--- config.mk ---
export PLATFORM = sky130hd
export DESIGN_NAME = rmsp_host
export DESIGN_NICKNAME = d
export VERILOG_FILES = /design/src/hw/rmsp_pkg.sv /design/src/hw/rmsp_shift_if.sv /design/src/hw/rmsp_sync.sv /design/src/hw/rmsp_shifter.sv /design/src/hw/rmsp_host.sv
export VERILOG_INCLUDE_DIRS = /design/src /design/src/hw
export SDC_FILE = /design/constraint.sdc
export NUM_CORES = 1
export LEC_CHECK = 0
export BUFFER_PORTS_ARGS = -buffer_cell sky130_fd_sc_hd__buf_2
export CORE_UTILIZATION = 44
export CTS_CLUSTER_DIAMETER = 40
export CTS_CLUSTER_SIZE = 16
export DETAILED_ROUTE_END_ITERATION = 10
export HOLD_SLACK_MARGIN = 0.06
export PLACE_DENSITY = 0.67
export SLEW_MARGIN = 20
export SYNTH_ARGS = -nofsm -noshare
export SYNTH_HDL_FRONTEND = slang
export SYNTH_SLANG_ARGS = --single-unit
--- constraint.sdc ---
create_clock -name i_mclk -period 3.1 [get_ports i_mclk]
set_input_delay 0.62 -clock i_mclk [delete_from_list [all_inputs] [get_ports i_mclk]]
set_output_delay 0.62 -clock i_mclk [all_outputs]
set_load 0.02 [all_outputs]
--- src/hw/rmsp_defs.svh ---
// Constants for the relay module serial port host controller
`ifndef RMSP_DEFS_SVH
`define RMSP_DEFS_SVH
// ==========================================================
// Timing
`define RMSP_CLK_NS 50
`define RMSP_HALF_NS 500
`define RMSP_HALF_CYC ((`RMSP_HALF_NS + `RMSP_CLK_NS - 1) / `RMSP_CLK_NS)
`define RMSP_STAT_NS 1000
`define RMSP_STAT_CYC ((`RMSP_STAT_NS + `RMSP_CLK_NS - 1) / `RMSP_CLK_NS)
// ==========================================================
// Address handler values
`define RMSP_ADDR_DATA 16'h0001
`define RMSP_ADDR_ID 16'h0000
`define RMSP_ADDR_STAT 16'h0002
`define RMSP_ADDR_PARK 16'hFFFF
`define RMSP_SLOT_NONE 16'h0000
// ==========================================================
// Frame lengths and widths
`define RMSP_BITS_SEL 6'h10
`define RMSP_BITS_DATA 6'h20
`define RMSP_CNT_W 8
`define RMSP_PAD16 16'h0000
`define RMSP_WORD0 32'h0000_0000
`endif

--- src/hw/rmsp_pkg.sv ---
// Types shared by the relay module serial port host controller
package rmsp_pkg;
    // Operation requested by the user
    typedef enum logic [1:0] {
        RMSP_OP_WRITE = 2'b00,
        RMSP_OP_ID = 2'b01,
        RMSP_OP_STAT = 2'b10
    } rmsp_op_type;
    // Sequencer states
    typedef enum logic [3:0] {
        ST_IDLE = 4'b0000,
        ST_SEL_LO = 4'b0001,
        ST_SEL_SH = 4'b0010,
        ST_SEL_HI = 4'b0011,
        ST_ADR_SH = 4'b0100,
        ST_DA_LO = 4'b0101,
        ST_DAT_SH = 4'b0110,
        ST_STAT = 4'b0111,
        ST_DA_HI = 4'b1000,
        ST_PARK_SH = 4'b1001
    } rmsp_state_type;
endpackage

--- src/hw/rmsp_shift_if.sv ---
// Link between the sequencer and the bit shifter
interface rmsp_shift_if;
    logic start;
    logic [5:0] nbits;
    logic [31:0] tx;
    logic [31:0] rx;
    logic done;
    logic sclk;
    logic mosi;
    logic miso;
    modport ctrl (output start, nbits, tx, miso, input rx, done, sclk, mosi);
    modport eng (input start, nbits, tx, miso, output rx, done, sclk, mosi);
endinterface

--- src/hw/rmsp_sync.sv ---
// Two-flop synchroniser for pin inputs
module rmsp_sync #(
    parameter int W = 1
) (
    input wire logic i_clk, // Clock
    input wire logic i_rst_b, // Sync reset, active low
    input wire logic i_ce, // Clock enable
    input wire logic [W-1:0] i_d, // Asynchronous input
    output logic [W-1:0] o_q // Synchronised output
);
    logic [W-1:0] s1_reg; // First stage, read only by second
    logic [W-1:0] s2_reg; // Second stage
    // ==========================================================
    // Two stages
    always_ff @(posedge i_clk) begin
        if (!i_rst_b) begin
            s1_reg <= '0;
            s2_reg <= '0;
        end else if (i_ce) begin
            s1_reg <= i_d;
            s2_reg <= s1_reg;
        end
    end
    assign o_q = s2_reg;
endmodule

--- src/hw/rmsp_shifter.sv ---
// Serial bit engine: makes the idle-high clock, shifts MSB first
`include "rmsp_defs.svh"
module rmsp_shifter #(
    parameter int unsigned HALF_CYC = `RMSP_HALF_CYC
) (
    input wire logic i_mclk, // Clock
    input wire logic i_rst_b, // Sync reset, active low
    input wire logic i_ce, // Clock enable
    rmsp_shift_if.eng s // Sequencer side
);
    logic active_reg, active_next; // Frame in progress
    logic sclk_reg, sclk_next; // Serial clock, idles high
    logic mosi_reg, mosi_next; // Serial data out
    logic done_reg, done_next; // One-cycle end pulse
    logic [31:0] sr_reg, sr_next; // Transmit shifter
    logic [31:0] rx_reg, rx_next; // Receive shifter
    logic [5:0] bits_reg, bits_next; // Bits left
    logic [`RMSP_CNT_W-1:0] cnt_reg, cnt_next; // Half period count
    // ==========================================================
    // Next state
    always_comb begin
        active_next = active_reg;
        sclk_next = sclk_reg;
        mosi_next = mosi_reg;
        done_next = 1'b0;
        sr_next = sr_reg;
        rx_next = rx_reg;
        bits_next = bits_reg;
        cnt_next = cnt_reg;
        if (!active_reg) begin
            // Data set up and clock driven low in the same cycle
            if (s.start) begin
                active_next = 1'b1;
                sr_next = s.tx;
                bits_next = s.nbits;
                sclk_next = 1'b0;
                mosi_next = s.tx[31];
                cnt_next = '0;
            end
        end else if (cnt_reg == `RMSP_CNT_W'(HALF_CYC - 1)) begin
            cnt_next = '0;
            if (!sclk_reg) begin
                // Rising edge captures the bit
                sclk_next = 1'b1;
            end else begin
                // Sample late in high phase, after device update
                rx_next = {rx_reg[30:0], s.miso};
                sr_next = {sr_reg[30:0], 1'b0};
                bits_next = bits_reg - 6'h01;
                if (bits_reg == 6'h01) begin
                    active_next = 1'b0; // Clock left high
                    done_next = 1'b1;
                end else begin
                    sclk_next = 1'b0;
                    mosi_next = sr_reg[30];
                end
            end
        end else begin
            cnt_next = cnt_reg + `RMSP_CNT_W'(1);
        end
    end
    // ==========================================================
    // Registers
    always_ff @(posedge i_mclk) begin
        if (!i_rst_b) begin
            active_reg <= 1'b0;
            sclk_reg <= 1'b1;
            mosi_reg <= 1'b1;
            done_reg <= 1'b0;
            sr_reg <= `RMSP_WORD0;
            rx_reg <= `RMSP_WORD0;
            bits_reg <= '0;
            cnt_reg <= '0;
        end else if (i_ce) begin
            active_reg <= active_next;
            sclk_reg <= sclk_next;
            mosi_reg <= mosi_next;
            done_reg <= done_next;
            sr_reg <= sr_next;
            rx_reg <= rx_next;
            bits_reg <= bits_next;
            cnt_reg <= cnt_next;
        end
    end
    assign s.sclk = sclk_reg;
    assign s.mosi = mosi_reg;
    assign s.done = done_reg;
    assign s.rx = rx_reg;
endmodule

--- src/hw/rmsp_host.sv ---
// Host controller for the relay module serial port
`include "rmsp_defs.svh"
module rmsp_host #(
    parameter int unsigned HALF_CYC = `RMSP_HALF_CYC, // Half clock period
    parameter int unsigned STAT_CYC = `RMSP_STAT_CYC // Status settle time
) (
    input wire logic i_mclk, // 20 MHz clock
    input wire logic i_rst_b, // Sync reset, active low
    input wire logic i_ce, // Clock enable, freezes all
    input wire logic i_req, // Start request
    input wire rmsp_pkg::rmsp_op_type i_op, // Operation
    input wire logic [15:0] i_slot_word, // Slot and chassis number
    input wire logic [31:0] i_wdata, // Relay data to write
    input wire logic i_park, // Park address after access
    input wire logic i_host_serial_out, // Pin from module
    output logic o_ready, // Idle, takes a request
    output logic o_done, // Operation finished pulse
    output logic [31:0] o_rdata, // Identification word read
    output logic o_status, // Relay status bit read
    output logic o_host_serial_in, // Pin: serial data to module
    output logic o_host_serial_clock, // Pin: serial clock
    output logic o_data_not_address, // Pin: data/address
    output logic o_slot_controller_select_n // Pin: slot controller select
);
    import rmsp_pkg::*;

    // ==========================================================
    // Helper functions
    // Address handler value for each operation
    function automatic logic [15:0] addr_of(input rmsp_op_type op);
        case (op)
            RMSP_OP_WRITE: addr_of = `RMSP_ADDR_DATA;
            RMSP_OP_ID: addr_of = `RMSP_ADDR_ID;
            RMSP_OP_STAT: addr_of = `RMSP_ADDR_STAT;
            default: addr_of = `RMSP_ADDR_PARK;
        endcase
    endfunction

    // 16-bit word placed at the MSB end of the shifter
    function automatic logic [31:0] left16(input logic [15:0] w);
        left16 = {w, `RMSP_PAD16};
    endfunction

    // ==========================================================
    // Declarations
    rmsp_shift_if sif (); // Link to bit engine
    logic miso_sync; // Module output after two flops
    rmsp_state_type state_reg, state_next; // Sequencer state
    rmsp_op_type op_reg, op_next; // Latched operation
    logic [15:0] slot_reg, slot_next; // Latched slot word
    logic [31:0] wdata_reg, wdata_next; // Latched relay data
    logic park_reg, park_next; // Park after access
    logic final_reg, final_next; // Zero slot word phase
    logic [`RMSP_CNT_W-1:0] wait_reg, wait_next; // Settle counter
    logic sel_n_reg, sel_n_next; // Slot controller select
    logic dna_reg, dna_next; // Data/address line
    logic ready_reg, ready_next; // Idle flag
    logic done_reg, done_next; // Done pulse
    logic [31:0] rdata_reg, rdata_next; // ID word
    logic status_reg, status_next; // Status bit
    logic start_reg, start_next; // Shift start pulse
    logic [5:0] nbits_reg, nbits_next; // Shift length
    logic [31:0] tx_reg, tx_next; // Shift word

    // ==========================================================
    // Pin input synchroniser
    rmsp_sync #(
        .W(1)
    ) u_sync (
        .i_clk(i_mclk),
        .i_rst_b(i_rst_b),
        .i_ce(i_ce),
        .i_d(i_host_serial_out),
        .o_q(miso_sync)
    );

    // ==========================================================
    // Bit engine
    rmsp_shifter #(
        .HALF_CYC(HALF_CYC)
    ) u_shift (
        .i_mclk(i_mclk),
        .i_rst_b(i_rst_b),
        .i_ce(i_ce),
        .s(sif.eng)
    );
    assign sif.start = start_reg;
    assign sif.nbits = nbits_reg;
    assign sif.tx = tx_reg;
    assign sif.miso = miso_sync;

    // ==========================================================
    // Sequencer next state
    always_comb begin
        state_next = state_reg;
        op_next = op_reg;
        slot_next = slot_reg;
        wdata_next = wdata_reg;
        park_next = park_reg;
        final_next = final_reg;
        wait_next = wait_reg;
        sel_n_next = sel_n_reg;
        dna_next = dna_reg;
        ready_next = ready_reg;
        done_next = 1'b0;
        rdata_next = rdata_reg;
        status_next = status_reg;
        start_next = 1'b0;
        nbits_next = nbits_reg;
        tx_next = tx_reg;
        case (state_reg)
            ST_IDLE: begin
                // Clock, D/A and select idle high; take a new request
                if (i_req) begin
                    op_next = i_op;
                    slot_next = i_slot_word;
                    wdata_next = i_wdata;
                    park_next = i_park;
                    final_next = 1'b0;
                    ready_next = 1'b0;
                    sel_n_next = 1'b0;
                    wait_next = '0;
                    state_next = ST_SEL_LO;
                end
            end
            ST_SEL_LO: begin
                // Select held low, then slot word shifts
                if (wait_reg == `RMSP_CNT_W'(HALF_CYC - 1)) begin
                    start_next = 1'b1;
                    nbits_next = `RMSP_BITS_SEL;
                    if (final_reg) begin
                        tx_next = left16(`RMSP_SLOT_NONE);
                    end else begin
                        tx_next = left16(slot_reg);
                    end
                    state_next = ST_SEL_SH;
                end else begin
                    wait_next = wait_reg + `RMSP_CNT_W'(1);
                end
            end
            ST_SEL_SH: begin
                // Release select once the word is in
                if (sif.done) begin
                    sel_n_next = 1'b1;
                    wait_next = '0;
                    state_next = ST_SEL_HI;
                end
            end
            ST_SEL_HI: begin
                // Module now selected, or all released
                if (wait_reg == `RMSP_CNT_W'(HALF_CYC - 1)) begin
                    if (final_reg) begin
                        ready_next = 1'b1;
                        done_next = 1'b1;
                        state_next = ST_IDLE;
                    end else begin
                        // Address first, clock idle high since the slot word shifted
                        start_next = 1'b1;
                        nbits_next = `RMSP_BITS_SEL;
                        tx_next = left16(addr_of(op_reg));
                        state_next = ST_ADR_SH;
                    end
                end else begin
                    wait_next = wait_reg + `RMSP_CNT_W'(1);
                end
            end
            ST_ADR_SH: begin
                // Address loaded: lower D/A to enable register
                if (sif.done) begin
                    dna_next = 1'b0;
                    wait_next = '0;
                    state_next = ST_DA_LO;
                end
            end
            ST_DA_LO: begin
                // Settle, then data phase or status sample
                if (wait_reg == `RMSP_CNT_W'(HALF_CYC - 1)) begin
                    wait_next = '0;
                    if (op_reg == RMSP_OP_STAT) begin
                        state_next = ST_STAT;
                    end else begin
                        start_next = 1'b1;
                        nbits_next = `RMSP_BITS_DATA;
                        tx_next = wdata_reg;
                        state_next = ST_DAT_SH;
                    end
                end else begin
                    wait_next = wait_reg + `RMSP_CNT_W'(1);
                end
            end
            ST_DAT_SH: begin
                // 32 bits written or read
                if (sif.done) begin
                    if (op_reg == RMSP_OP_ID) begin
                        rdata_next = sif.rx;
                    end
                    dna_next = 1'b1;
                    wait_next = '0;
                    state_next = ST_DA_HI;
                end
            end
            ST_STAT: begin
                // No clock pulses; wait out sync and settle
                if (wait_reg == `RMSP_CNT_W'(STAT_CYC - 1)) begin
                    status_next = miso_sync;
                    dna_next = 1'b1;
                    wait_next = '0;
                    state_next = ST_DA_HI;
                end else begin
                    wait_next = wait_reg + `RMSP_CNT_W'(1);
                end
            end
            ST_DA_HI: begin
                // Optional park, else deselect
                if (wait_reg == `RMSP_CNT_W'(HALF_CYC - 1)) begin
                    wait_next = '0;
                    if (park_reg) begin
                        start_next = 1'b1;
                        nbits_next = `RMSP_BITS_SEL;
                        tx_next = left16(`RMSP_ADDR_PARK);
                        state_next = ST_PARK_SH;
                    end else begin
                        sel_n_next = 1'b0;
                        final_next = 1'b1;
                        state_next = ST_SEL_LO;
                    end
                end else begin
                    wait_next = wait_reg + `RMSP_CNT_W'(1);
                end
            end
            ST_PARK_SH: begin
                // Parked: deselect and write zero slot word
                if (sif.done) begin
                    sel_n_next = 1'b0;
                    final_next = 1'b1;
                    wait_next = '0;
                    state_next = ST_SEL_LO;
                end
            end
            default: begin
                state_next = ST_IDLE;
            end
        endcase
    end

    // ==========================================================
    // Sequencer registers
    always_ff @(posedge i_mclk) begin
        if (!i_rst_b) begin
            state_reg <= ST_IDLE;
            op_reg <= RMSP_OP_WRITE;
            slot_reg <= `RMSP_SLOT_NONE;
            wdata_reg <= `RMSP_WORD0;
            park_reg <= 1'b0;
            final_reg <= 1'b0;
            wait_reg <= '0;
            sel_n_reg <= 1'b1;
            dna_reg <= 1'b1;
            ready_reg <= 1'b1;
            done_reg <= 1'b0;
            rdata_reg <= `RMSP_WORD0;
            status_reg <= 1'b0;
            start_reg <= 1'b0;
            nbits_reg <= '0;
            tx_reg <= `RMSP_WORD0;
        end else if (i_ce) begin
            state_reg <= state_next;
            op_reg <= op_next;
            slot_reg <= slot_next;
            wdata_reg <= wdata_next;
            park_reg <= park_next;
            final_reg <= final_next;
            wait_reg <= wait_next;
            sel_n_reg <= sel_n_next;
            dna_reg <= dna_next;
            ready_reg <= ready_next;
            done_reg <= done_next;
            rdata_reg <= rdata_next;
            status_reg <= status_next;
            start_reg <= start_next;
            nbits_reg <= nbits_next;
            tx_reg <= tx_next;
        end
    end

    // ==========================================================
    // Outputs
    assign o_ready = ready_reg;
    assign o_done = done_reg;
    assign o_rdata = rdata_reg;
    assign o_status = status_reg;
    assign o_host_serial_in = sif.mosi;
    assign o_host_serial_clock = sif.sclk;
    assign o_data_not_address = dna_reg;
    assign o_slot_controller_select_n = sel_n_reg;
endmodule

== After elaboration in Yosys (flattened, before gate mapping) ==
Index checks and enable logic that the tools add are counted.
Cells by class
  $add $sub $neg: 3
  equal/unequal tests: 35
  multiplexer cells: 92
  reduce and logical (&&, ||, !) cells: 27
Operator list (count)
  32-bit 2-to-1 mux: 8
  32-bit case mux with 4 select lines: 1
  31-bit 2-to-1 mux: 4
  6-bit 2-to-1 mux: 11
  8-bit 2-to-1 mux: 8
  16-bit case mux with 3 select lines: 1
  4-bit 2-to-1 mux: 11
  4-bit case mux with 10 select lines: 1
  8-bit case mux with 5 select lines: 1
  1-bit 2-to-1 mux: 39
  2-bit inequality test, second input constant: 15
  6-bit case mux with 4 select lines: 1
  5-bit AND reduction: 4
  8-bit by 1-bit adder with 8-bit output, second input constant: 2
  4-bit by 3-bit equality test with 1-bit output, second input constant: 4
  8-bit by 4-bit equality test with 1-bit output, second input constant: 2
  4-bit AND reduction: 3
  11-bit AND reduction: 1
  2-bit by 1-bit inequality test with 1-bit output, second input constant: 5
  3-bit AND reduction: 3
  9-bit AND reduction: 1
  4-bit by 2-bit equality test with 1-bit output, second input constant: 2
  4-bit equality test, second input constant: 2
  8-bit by 5-bit equality test with 1-bit output, second input constant: 1
  other kinds (20): 26
Word-level totals
  register bits after elaboration: 223
  input bits: 56
  output and inout port bits: 39
  word-level logic and storage cells: 183

== Longest topological paths before layout ==
Gate-level depths: netlist of run 1.
  depth in word-level cells: 5
  mapped depth: 9
  depth with buffers taken out: 7

== Modules after synthesis ==
A second synthesis of run 1 with hierarchy kept.
Unflattened totals
  cells, all modules: 1095
  area total of the unflattened synthesis: 9628.0 sq um
By module, submodules not included
  rmsp_host: times used 1, cells an instance 690, area each 5863.1 sq um, sequential area each 2722.6 sq um
  rmsp_shifter: times used 1, cells an instance 399, area each 3692.3 sq um, sequential area each 1621.6 sq um
  rmsp_sync: times used 1, cells an instance 6, area each 72.6 sq um, sequential area each 40.0 sq um

== Least setup slack after synthesis of run 1 ==
Ideal clock, no wire load.
  kind: reg2reg
  from: register wait_reg[5]
  to: register wait_reg[3]
  setup time: 0.122 ns
  arrival time: 2.075 ns
  data required time: 2.978 ns
  slack: 0.903 ns
  stages on the path, launching flop included: 7
  path buffers: 1
  clock period less this slack: 2.197 ns
  cells stage by stage: dfxtp_1 or4_1 buf_2 o311a_4 o31a_1 and2_4 a221o_1
On the way
  longest elaborated chain between the ends: 3
  elaborated cells on any way between the ends: 7
  classes of those cells: eq/ne: 3; mux: 3; reduce/logical: 1
Ends and longest elaborated chain
  from (decl): RTL line rmsp_host.sv:54  | logic [`RMSP_CNT_W-1:0] wait_reg, wait_next;
  from (signal assigned): RTL line rmsp_host.sv:273  | wait_reg <= wait_next;
  8-bit by 4-bit equality test with 1-bit output or 8-bit by 5-bit equality test with 1-bit output (tied branches)
  8-bit 2-to-1 mux, or another cell as far along: RTL line rmsp_host.sv:177, rmsp_host.sv:215
  8-bit case mux with 5 select lines or 5-bit AND reduction (tied branches)
Parallel ways exist; a longest one is shown, timed or not.
A chain may end at the register's enable or synchronous reset.

== Final worst setup path of run 1 ==
  from: register u_shift.cnt_reg[0]
  to: register u_shift.rx_reg[11] (netlist: u_shift.s.rx[11])
On the way
  longest elaborated chain between the ends: 2
Ends and longest elaborated chain
  from (decl): RTL line rmsp_shifter.sv:18  | logic [`RMSP_CNT_W-1:0] cnt_reg, cnt_next;
  from (signal assigned): RTL line rmsp_shifter.sv:82  | cnt_reg <= cnt_next;
  8-bit by 4-bit equality test with 1-bit output: RTL line rmsp_shifter.sv:40  | end else if (cnt_reg == `RMSP_CNT_W'(HALF_CYC - 1)) begin
  4-bit AND reduction (no line)
  to (signal assigned): RTL line rmsp_shifter.sv:71  | rx_reg <= `RMSP_WORD0;
  to (signal assigned): RTL line rmsp_shifter.sv:80  | rx_reg <= rx_next;
  to (decl): RTL line rmsp_shifter.sv:16  | logic [31:0] rx_reg, rx_next;
Every way passes these cells.

==> reports/results.tsv, run 1 <==
stage	metric	value	unit
yosys	yosys_warnings	0	
critical_path	reg2regPathDepth	7	
placement	place_inst	1377	
yosys	synth_cells	1086	
routing	drt-initial-drc-count	465	
yosys	ys.flop_type	dfxtp_1	
global_route	grt_max_degree	119	
cts	cts_hold_buf	0	
yosys	synthesis.area	8930	sq um
status	status	finished clean	
timing	skew	0.0227	ns
cts	clock_path_buffers	3	
die	initial_utilization	0.455	
layout	utilization	0.541	
yosys	ys_types	59	
timing	fmax	367	MHz
cts	clock-sinks	219	
critical_path	ff2ff_setup_slack	0.38	ns
hold_path	min_path_cells	3	
die	fp.dieArea	20900	sq um
critical_path	critPathCaptureType	flop	
layout	fin_area	10600	sq um
timing	fin_tns_setup	0	ns
die	die_h	145	microns
timing	rsz0062_at_grt	false	
cts	clk_pin_slew	0.06	ns
global_route	grt_first_pass_wirelength	34400	microns
cts	htree_levels	1	
global_route	grt_pass1_vias	7125	
die	std_cell_rows	51	
layout	drive_gt1_frac	0.161	
cts	cts_made_buffers	30	
critical_path	cp.required	3.58	ns
placement	dpl_cell_area	9580	sq um
power_and_ir_drop	p_leak	3.77	nW
timing	layout_setup_ws	0.379	ns
cts	cts_setup_buffers	0	
yosys	ys_ff_latch	219	
routing	via_per_inst	5.35	
cts	tritoncts	built	
critical_path	arrival	3.20	ns
routing	num_vias	7671	
cts	clk-insertion-delay-late	0.56	ns
layout	antenna_cells	0	
critical_path	start_kind	flop	
power_and_ir_drop	irDropWorstVdd	0.380	mV
routing	dr.pass1.iters	5	
yosys	synth-edff-count	0	
yosys	synthArstFlopShare	0	
routing	drc	0	
cts	cts_root_buffer	clkbuf_16	
placement	dp_hpwl	12900	microns
die	ios	95	
die	coreArea	19700	sq um
layout	fin_cells	1433	
placement	io_buffers	94	
global_route	antenna_found_initial	0	
layout	synthToLayoutAreaGrowth	19.0	%
run	max_cap_violations	0	
power_and_ir_drop	p_total	7.14	mW
layout	finalNetCount	1209	
critical_path	rr_endpoint	u_shift.s.rx[11]	
timing	finalCriticalPeriod	2.72	ns
yosys	synth_nets	1151	
timing	finalCritPeriodShare	0.878	
placement	place.gp.congestion	0.827	
timing	maxSlewViolCount	0	
timing	setup_viol	0	
global_route	track_usage	0.201	
routing	drtAntennaViolNets	0	
timing	hold_slack	0.298	ns
routing	routedWlPerCell	14.3	microns
critical_path	r2r-start	u_shift.cnt_reg[0]	
yosys	synth.avg_cell_area	8.23	sq um
timing	max_slew_margin	0.471	
hold_path	min_path_type	in -> reg	
timing	tightest_slew	0.782	ns
placement	dpl_worst_slack	0.476	ns
cts	post_cts_resized	0	
timing	hold_viol	0	
global_route	grt_overflow	0	
power_and_ir_drop	p_per_area	672	nW/um^2
hold_path	hold_end	slot_reg[12]	
hold_path	min_from	i_slot_word[12]	
yosys	synth_seq_area_share	0.491	
critical_path	critPathKind	reg -> reg	
routing	wirelength	20500	microns
die	die_w	145	microns
critical_path	cp_max_fo	16	
## cells in the mapped netlist (4+ instances only)
cell	count	share of area
a211oi_1	39	0.033
a21oi_1	167	0.094
a221o_1	6	0.0067
a22oi_1	15	0.013
a31oi_1	4	0.0028
and3_1	6	0.0042
and3_2	4	0.0034
buf_1	5	0.0021
buf_2	10	0.0056
clkbuf_1	69	0.029
dfxtp_1	219	0.49
ha_1	9	0.013
inv_1	12	0.0050
mux2i_1	35	0.039
nand2_1	252	0.11
nand2b_1	18	0.013
nand3_1	25	0.014
nand3b_1	4	0.0034
nand4_1	7	0.0049
nor2_1	63	0.026
nor2b_1	6	0.0042
nor3_1	10	0.0056
o21ai_0	26	0.015
or2_2	4	0.0028
or3_1	6	0.0042
or3b_2	4	0.0039
xor2_1	5	0.0049
## cell type report
| type | count | area, sq um |
|---|---|---|
| repair buffers | 110 | 616 |
| flip-flops and latches | 219 | 4390 |
| inverters | 13 | 51.3 |
| well taps | 265 | 332 |
| multi-input cells | 770 | 4190 |
| clock buffers | 36 | 813 |
| clock inverters | 20 | 241 |
| fillers | 1888 | 9020 |
## worst max path at each step
stage | slack, ns | endpoint | cells after the start | from
2_1_floorplan | 0.90 | wait_reg[3] | 6 | wait_reg[5]
3_3_place_gp | 0.63 | u_shift.s.rx[19] | 7 | u_shift.cnt_reg[0]
3_5_place_dp | 0.48 | u_shift.s.rx[20] | 7 | u_shift.cnt_reg[0]
4_1_cts | 0.37 | u_shift.s.rx[20] | 7 | u_shift.cnt_reg[0]
5_1_grt | 0.08 | u_shift.s.rx[10] | 7 | u_shift.cnt_reg[0]
6_report | 0.38 | u_shift.s.rx[11] | 7 | u_shift.cnt_reg[0]
## layer usage
metal / vias up / track usage / share of wire
met3: 30 / 0.0344 / 0.042
met4: 0 / 0.0504 / 0.016
met1: 3609 / 0.273 / 0.48
li1: 3889 / - / -
met2: 143 / 0.328 / 0.46
met5: - / 0 / 0
## cells by family (layout without fill, tap and decap cells)
logic type / after synthesis / in the layout / share of synthesized area
XOR/XNOR: 5 / 5 / 0.00490
AO/OA/AOI/OAI: 288 / 288 / 0.192
multiplexers: 35 / 35 / 0.0392
flip-flops: 219 / 219 / 0.491
AND/OR/NAND/NOR: 433 / 433 / 0.218
adder cells (fa/ha/maj): 9 / 9 / 0.0126
buffers and inverters: 97 / 179 / 0.0422
## worst max-delay path, stage by stage, from the launching register on
cell and delay [ns]:
dfxtp_1 0.39, ha_1 0.16, nor4b_1 0.58, nand3_1 0.38
nor2_2 0.64, buf_4 0.28, nand2_1 0.07, a21oi_1 0.13
## placed cells by master, fill, tap and decap left out, drive strengths merged, types with 5 or more instances in the layout
master / instances
buf: 110
dfxtp: 219
clkinv: 9
a211oi: 39
a221o: 6
nor2b: 6
or3: 6
clkbuf: 36
nand2: 252
nand2b: 18
and3: 10
ha: 9
nor3: 10
nor2: 63
mux2i: 35
nand3: 25
a22oi: 15
o21ai: 28
nand4: 7
inv: 19
xor2: 5
a21oi: 167
## where the power goes
group,switching [mW],internal (mW),total (mW),leakage (nW)
sequential,0.114,2.91,3.02,1.77
clock,1.33,2.16,3.49,0.516
combinational,0.388,0.242,0.630,1.48
Power figures use the tool's default switching activity.
==> inputs of run 2 (changes only) <==
--- a/config.mk
+++ b/config.mk
@@ -7,12 +7,14 @@
 export NUM_CORES = 1
 export LEC_CHECK = 0
 export BUFFER_PORTS_ARGS = -buffer_cell sky130_fd_sc_hd__buf_2
+export CELL_PAD_IN_SITES_DETAIL_PLACEMENT = 0
+export CELL_PAD_IN_SITES_GLOBAL_PLACEMENT = 1
 export CORE_UTILIZATION = 44
 export CTS_CLUSTER_DIAMETER = 40
 export CTS_CLUSTER_SIZE = 16
 export DETAILED_ROUTE_END_ITERATION = 10
 export HOLD_SLACK_MARGIN = 0.06
-export PLACE_DENSITY = 0.67
+export PLACE_DENSITY = 0.83
 export SLEW_MARGIN = 20
 export SYNTH_ARGS = -nofsm -noshare
 export SYNTH_HDL_FRONTEND = slang
==> run 2 against run 1 <==
Compared with the run above: setup slack improved by 0.14 ns; final cell count did not move; first-iteration DRC count grew 8.6%; total power is 2.3% higher; combinational power rose by 0.6%; via count shrank 1.2%; global-route usage fell by 0.15 points; wire length grew 0.96%; largest power group unchanged; highest routed layer unchanged.
==> reports/results.tsv, run 2 (same netlist as run 1, synthesis figures left out) <==
stage	metric	value	unit	change
critical_path	arrival	3.03	ns	-0.17 ns
timing	rsz0062_at_grt	false		
placement	io_buffers	94		unchanged
cts	clock_path_buffers	3		unchanged
cts	post_cts_resized	0		unchanged
routing	via_per_inst	5.29		-1.2%
routing	routedWlPerCell	14.4	microns	+0.96%
timing	tightest_slew	0.994	ns	+0.212 ns
timing	finalCriticalPeriod	2.58	ns	-0.141 ns
routing	dr.pass1.iters	4		-1
cts	cts_root_buffer	clkbuf_16		
timing	skew	0.0177	ns	-0.00504 ns
layout	n_fill_cell	1928		+2.1%
power_and_ir_drop	irDropWorstVdd	0.516	mV	+36%
layout	mostFrequentLayoutCells	nand2_1, dfxtp_1, a21oi_1		
timing	maxSlewViolCount	0		unchanged
layout	layout_commonest_cell	nand2_1		
global_route	grt_pass1_vias	6997		-1.8%
cts	cts_setup_buffers	0		unchanged
cts	tritoncts	built		
global_route	grt_max_degree	92		-23%
timing	fmax	388	MHz	+5.5%
placement	place.gp.congestion	0.811		-1.9%
global_route	grt_first_pass_wirelength	34000	microns	-1.2%
die	initial_utilization	0.455		unchanged
critical_path	critPathKind	reg -> reg		
timing	layout_setup_ws	0.520	ns	+0.141 ns
die	ios	95		unchanged
power_and_ir_drop	p_per_area	684	nW/um^2	+1.8%
layout	finalNetCount	1210		+0.083%
timing	max_slew_margin	0.337		-0.134
routing	num_vias	7576		-1.2%
placement	dpl_worst_slack	0.538	ns	+0.0617 ns
run	max_cap_violations	0		unchanged
placement	dpl_cell_area	9600	sq um	+0.21%
critical_path	critPathCaptureType	flop		
critical_path	start_kind	flop		
placement	dp_hpwl	12900	microns	-0.22%
timing	setup_viol	0		unchanged
timing	finalCritPeriodShare	0.832		-0.0456
layout	antenna_cells	0		unchanged
die	coreArea	19700	sq um	unchanged
timing	fin_tns_setup	0	ns	unchanged
cts	htree_levels	1		unchanged
layout	drive_gt1_frac	0.164		+0.00257
routing	wirelength	20700	microns	+0.96%
cts	clock-sinks	219		unchanged
cts	cts_made_buffers	31		+3.3%
global_route	grt_overflow	0		unchanged
routing	drc	0		unchanged
global_route	track_usage	0.199		-0.00151
hold_path	min_path_type	in -> reg		
die	std_cell_rows	51		unchanged
timing	hold_viol	0		unchanged
critical_path	ff2ff_setup_slack	0.52	ns	+0.14 ns
power_and_ir_drop	p_leak	3.79	nW	+0.65%
die	die_w	145	microns	unchanged
routing	drt-initial-drc-count	505		+8.6%
timing	hold_slack	0.315	ns	+0.0176 ns
cts	clk-insertion-delay-late	0.54	ns	-0.02 ns
critical_path	cp.required	3.55	ns	-0.03 ns
status	status	finished clean		
die	die_h	145	microns	unchanged
layout	utilization	0.544		+0.00299
critical_path	cp_max_fo	53		+37
layout	fin_area	10700	sq um	+0.55%
routing	drtAntennaViolNets	0		unchanged
die	fp.dieArea	20900	sq um	unchanged
global_route	antenna_found_initial	0		unchanged
cts	clk_pin_slew	0.06	ns	about the same
cts	cts_hold_buf	0		unchanged
layout	synthToLayoutAreaGrowth	19.7	%	
[run 2: path summary, 6_finish.rpt]
check,from,cells after the start,end
setup / recovery,u_shift.cnt_reg[0],7,u_shift.sr_reg[26]
hold / removal,i_slot_word[6],3,slot_reg[6]
setup reg to reg,u_shift.cnt_reg[0],7,u_shift.sr_reg[26]
hold reg to reg,o_rdata[13],2,o_rdata[13]
[run 2: metal layers]
layer / share of wire / GRT usage / wire (microns) / vias up
met1: 0.49 / 0.275 / 10200 / 3545
met3: 0.038 / 0.0311 / 795 / 24
met5: 0 / 0 / 0 / -
met2: 0.45 / 0.324 / 9420 / 118
met4: 0.014 / 0.0482 / 280 / 0
li1: - / - / - / 3889
[run 2: layout make-up]
cell class              count  area, sq um  share of cell area
flip-flops and latches    219         4390               0.410
repair buffers            110          628              0.0587
clock inverters            24          304              0.0284
multi-input cells         770         4200               0.393
clock buffers              32          790              0.0738
inverters                  13         53.8             0.00503
well taps                 265          332              0.0310
[run 2: through the flow]
step | cells | power [mW]
3_5_place_dp | 1377 | 3.72
4_1_cts | 1433 | 7.39
6_report | 1433 | 7.31
2_1_floorplan | 1086 | 3.51
3_3_place_gp | 1377 | 3.72
5_1_grt | 1433 | 7.61
[run 2: critical path, stage by stage, from the launching register on]
cell and delay (ns):
dfxtp_1 0.38, ha_1 0.15, nor4b_1 0.50, nand3_1 0.37, a21oi_4 0.46, buf_12 0.29
nor2_1 0.08, a211oi_1 0.24
[run 2: where the power goes]
group	switching [mW]	internal, mW	leakage, nW
clock network	1.40	2.25	0.536
logic	0.391	0.243	1.49
registers	0.114	2.91	1.77
total	1.91	5.40	3.79
==> inputs of run 3 (changes only) <==
==> constraint.sdc (replaced) <==
create_clock -name i_mclk -period 2.47 [get_ports i_mclk]
set_input_delay 0.494 -clock i_mclk [delete_from_list [all_inputs] [get_ports i_mclk]]
set_output_delay 0.494 -clock i_mclk [all_outputs]
set_load 0.02 [all_outputs]
==> run 3 against run 2 <==
Compared with the run above: sequential cell count did not move; highest routed layer unchanged; sequential power rose by 25%; worst hold slack got worse by 0.081 ns; sequential share of layout area fell by 0.90 points; wire length rose by 0.76%; total power rose by 28%; final cell count rose by 1.5%; combinational power rose by 38%; clock skew rose by 0.0046 ns; clock power rose by 30%; final area rose by 2.3%; die area did not move.
==> reports/results.tsv, run 3 (same netlist as run 1, synthesis figures left out) <==
stage	metric	value	unit	change
global_route	grt_pass1_vias	7025		+0.40%
critical_path	cp_slowest_cell	or4_1		
power_and_ir_drop	p_per_area	857	nW/um^2	+25%
layout	mostFrequentLayoutCells	nand2_1, dfxtp_1, a21oi_1		
routing	drtAntennaViolNets	0		unchanged
die	initial_utilization	0.455		unchanged
placement	dp_hpwl	13100	microns	+1.9%
timing	maxSlewViolCount	0		unchanged
timing	skew	0.0223	ns	+0.00459 ns
die	std_cell_rows	51		unchanged
critical_path	path_buf_inv	0		-1
critical_path	cp_max_fo	7		-87%
timing	setup_viol	0		unchanged
timing	fmax	423	MHz	+9.2%
global_route	antenna_found_initial	0		unchanged
power_and_ir_drop	p_total	9.37	mW	+28%
layout	drive_gt1_frac	0.177		+0.0131
cts	cts_root_buffer	clkbuf_16		
hold_path	min_from	i_slot_word[8]		
critical_path	cp-startpoint	wait_reg[6]		
power_and_ir_drop	p_int	7.02	mW	+30%
critical_path	start_kind	flop		
timing	rsz0062_at_grt	false		
power_and_ir_drop	combPwrFrac	0.094		+0.007
layout	antenna_cells	0		unchanged
power_and_ir_drop	irDropWorstVdd	0.548	mV	+6.3%
layout	synthToLayoutAreaGrowth	22.4	%	
critical_path	r2r-start	wait_reg[6]		
critical_path	critPathKind	reg -> reg		
die	fp.dieArea	20900	sq um	unchanged
routing	via_per_inst	5.26		-0.48%
critical_path	crit_path_max_incr_delay	0.66	ns	+0.16 ns
timing	max_slew_margin	0.531		+0.193
routing	drt-initial-drc-count	478		-5.3%
placement	io_buffers	94		unchanged
power_and_ir_drop	power.switching	2.35	mW	+23%
routing	routedWlPerCell	14.3	microns	-0.70%
placement	place.gp.congestion	0.857		+5.7%
critical_path	crit_chain	or4_1 > o311a_4 > o31a_1 > and2_4 > a221o_1		
cts	cts_made_buffers	34		+9.7%
routing	wirelength	20900	microns	+0.76%
global_route	grt_overflow	0		unchanged
timing	fin_tns_setup	0	ns	unchanged
cts	clock-sinks	219		unchanged
layout	layout_commonest_cell	nand2_1		
status	status	finished clean		
cts	clk_pin_slew	0.06	ns	about the same
timing	hold_viol	0		unchanged
critical_path	cpLargestDelayFamily	compound AO/OA/AOI/OAI gates		
global_route	track_usage	0.205		+0.00608
critical_path	arrival	2.73	ns	-0.30 ns
cts	clock_path_buffers	3		unchanged
timing	finalCriticalPeriod	2.36	ns	-0.217 ns
timing	tightest_slew	0.702	ns	-0.292 ns
cts	clk-insertion-delay-late	0.50	ns	-0.04 ns
layout	n_fill_cell	1917		-0.57%
global_route	grt_max_degree	61		-34%
run	max_cap_violations	0		unchanged
power_and_ir_drop	p_sw_frac	0.251		-0.0105
routing	drc	0		unchanged
die	coreArea	19700	sq um	unchanged
routing	num_vias	7650		+0.98%
critical_path	ff2ff_setup_slack	0.11	ns	-0.41 ns
layout	finalNetCount	1232		+1.8%
power_and_ir_drop	p_leak	3.92	nW	+3.4%
die	ios	95		unchanged
critical_path	critPathCaptureType	flop		
cts	cts_hold_buf	0		unchanged
hold_path	min_path_type	in -> reg		
power_and_ir_drop	pwr-share-seq	0.402		-0.012
critical_path	cp.required	2.83	ns	-0.72 ns
routing	dr.pass1.iters	5		+1
cts	htree_levels	2		+1
die	die_w	145	microns	unchanged
power_and_ir_drop	clockPowerShare	0.504		+0.004
cts	tritoncts	built		
global_route	grt_first_pass_wirelength	34600	microns	+1.8%
timing	finalCritPeriodShare	0.957		+0.125
die	die_h	145	microns	unchanged
## run 3: cell types whose count changed in the layout (fill, tap and decap cells not counted), sizes merged
| cell | previous run | this run |
|---|---|---|
| buf | 110 | 129 |
| bufinv | 4 | 3 |
| clkbuf | 32 | 41 |
| clkinv | 7 | 6 |
| clkinvlp | 2 | 3 |
| inv | 24 | 18 |
## run 3: layer usage
metal | vias up | share of wire | GRT usage
met2 | 151 | 0.45 | 0.321
met4 | 0 | 0.021 | 0.0654
met5 | - | 0 | 0
met1 | 3524 | 0.49 | 0.286
met3 | 38 | 0.041 | 0.0351
li1 | 3937 | - | -
## run 3: power by group through the flow
stage                     sequential [mW]  combinational (mW)  clock [mW]
after floorplan                      3.79               0.610           0
after global placement               3.84               0.865           0
after detailed placement             3.84               0.869           0
after CTS                            3.76               0.875        4.82
after global routing                 3.78               0.981        4.97
final                                3.77               0.878        4.73
## run 3: cell type report
type	instances	area, sq um	area share
repair buffers	129	821	0.0751
well taps	265	332	0.0303
flip-flops and latches	219	4390	0.401
inverters	13	53.8	0.00492
clock inverters	17	209	0.0191
clock buffers	41	928	0.0849
multi-input cells	770	4210	0.385
## run 3: worst paths after layout
check	cells after the start	to
worst max-delay path	5	wait_reg[5]
worst min-delay path	3	slot_reg[8]
worst min register to register	2	o_rdata[13]
worst max register to register	5	wait_reg[5]
## run 3: worst min-delay path: cells and delay by family
family / cells / cell delay, ns
AOI/OAI and AO/OA: 1 / 0.05
and+or+nand+nor: 1 / 0.04
buffers and inverters: 1 / 0.09
## run 3: repair_timing
action | 4_1_cts | 5_1_grt
setup buffers | 0 | 1
setup endpoints to repair | 0 | 6
resized for setup | 0 | 1
## run 3: metrics by stage
step | hold WS (ns) | area (sq um) | std cells | utilization | setup slack (ns)
after floorplan | 0.432 | 8930 | 1086 | - | 0.273
after global placement | 0.442 | 9780 | 1395 | 0.498 | 0.170
after detailed placement | 0.443 | 9780 | 1395 | 0.498 | 0.127
after CTS | 0.218 | 10900 | 1453 | 0.556 | 0.121
after global routing | 0.229 | 10900 | 1454 | 0.556 | 0.0226
final | 0.234 | 10900 | 1454 | 0.556 | 0.107
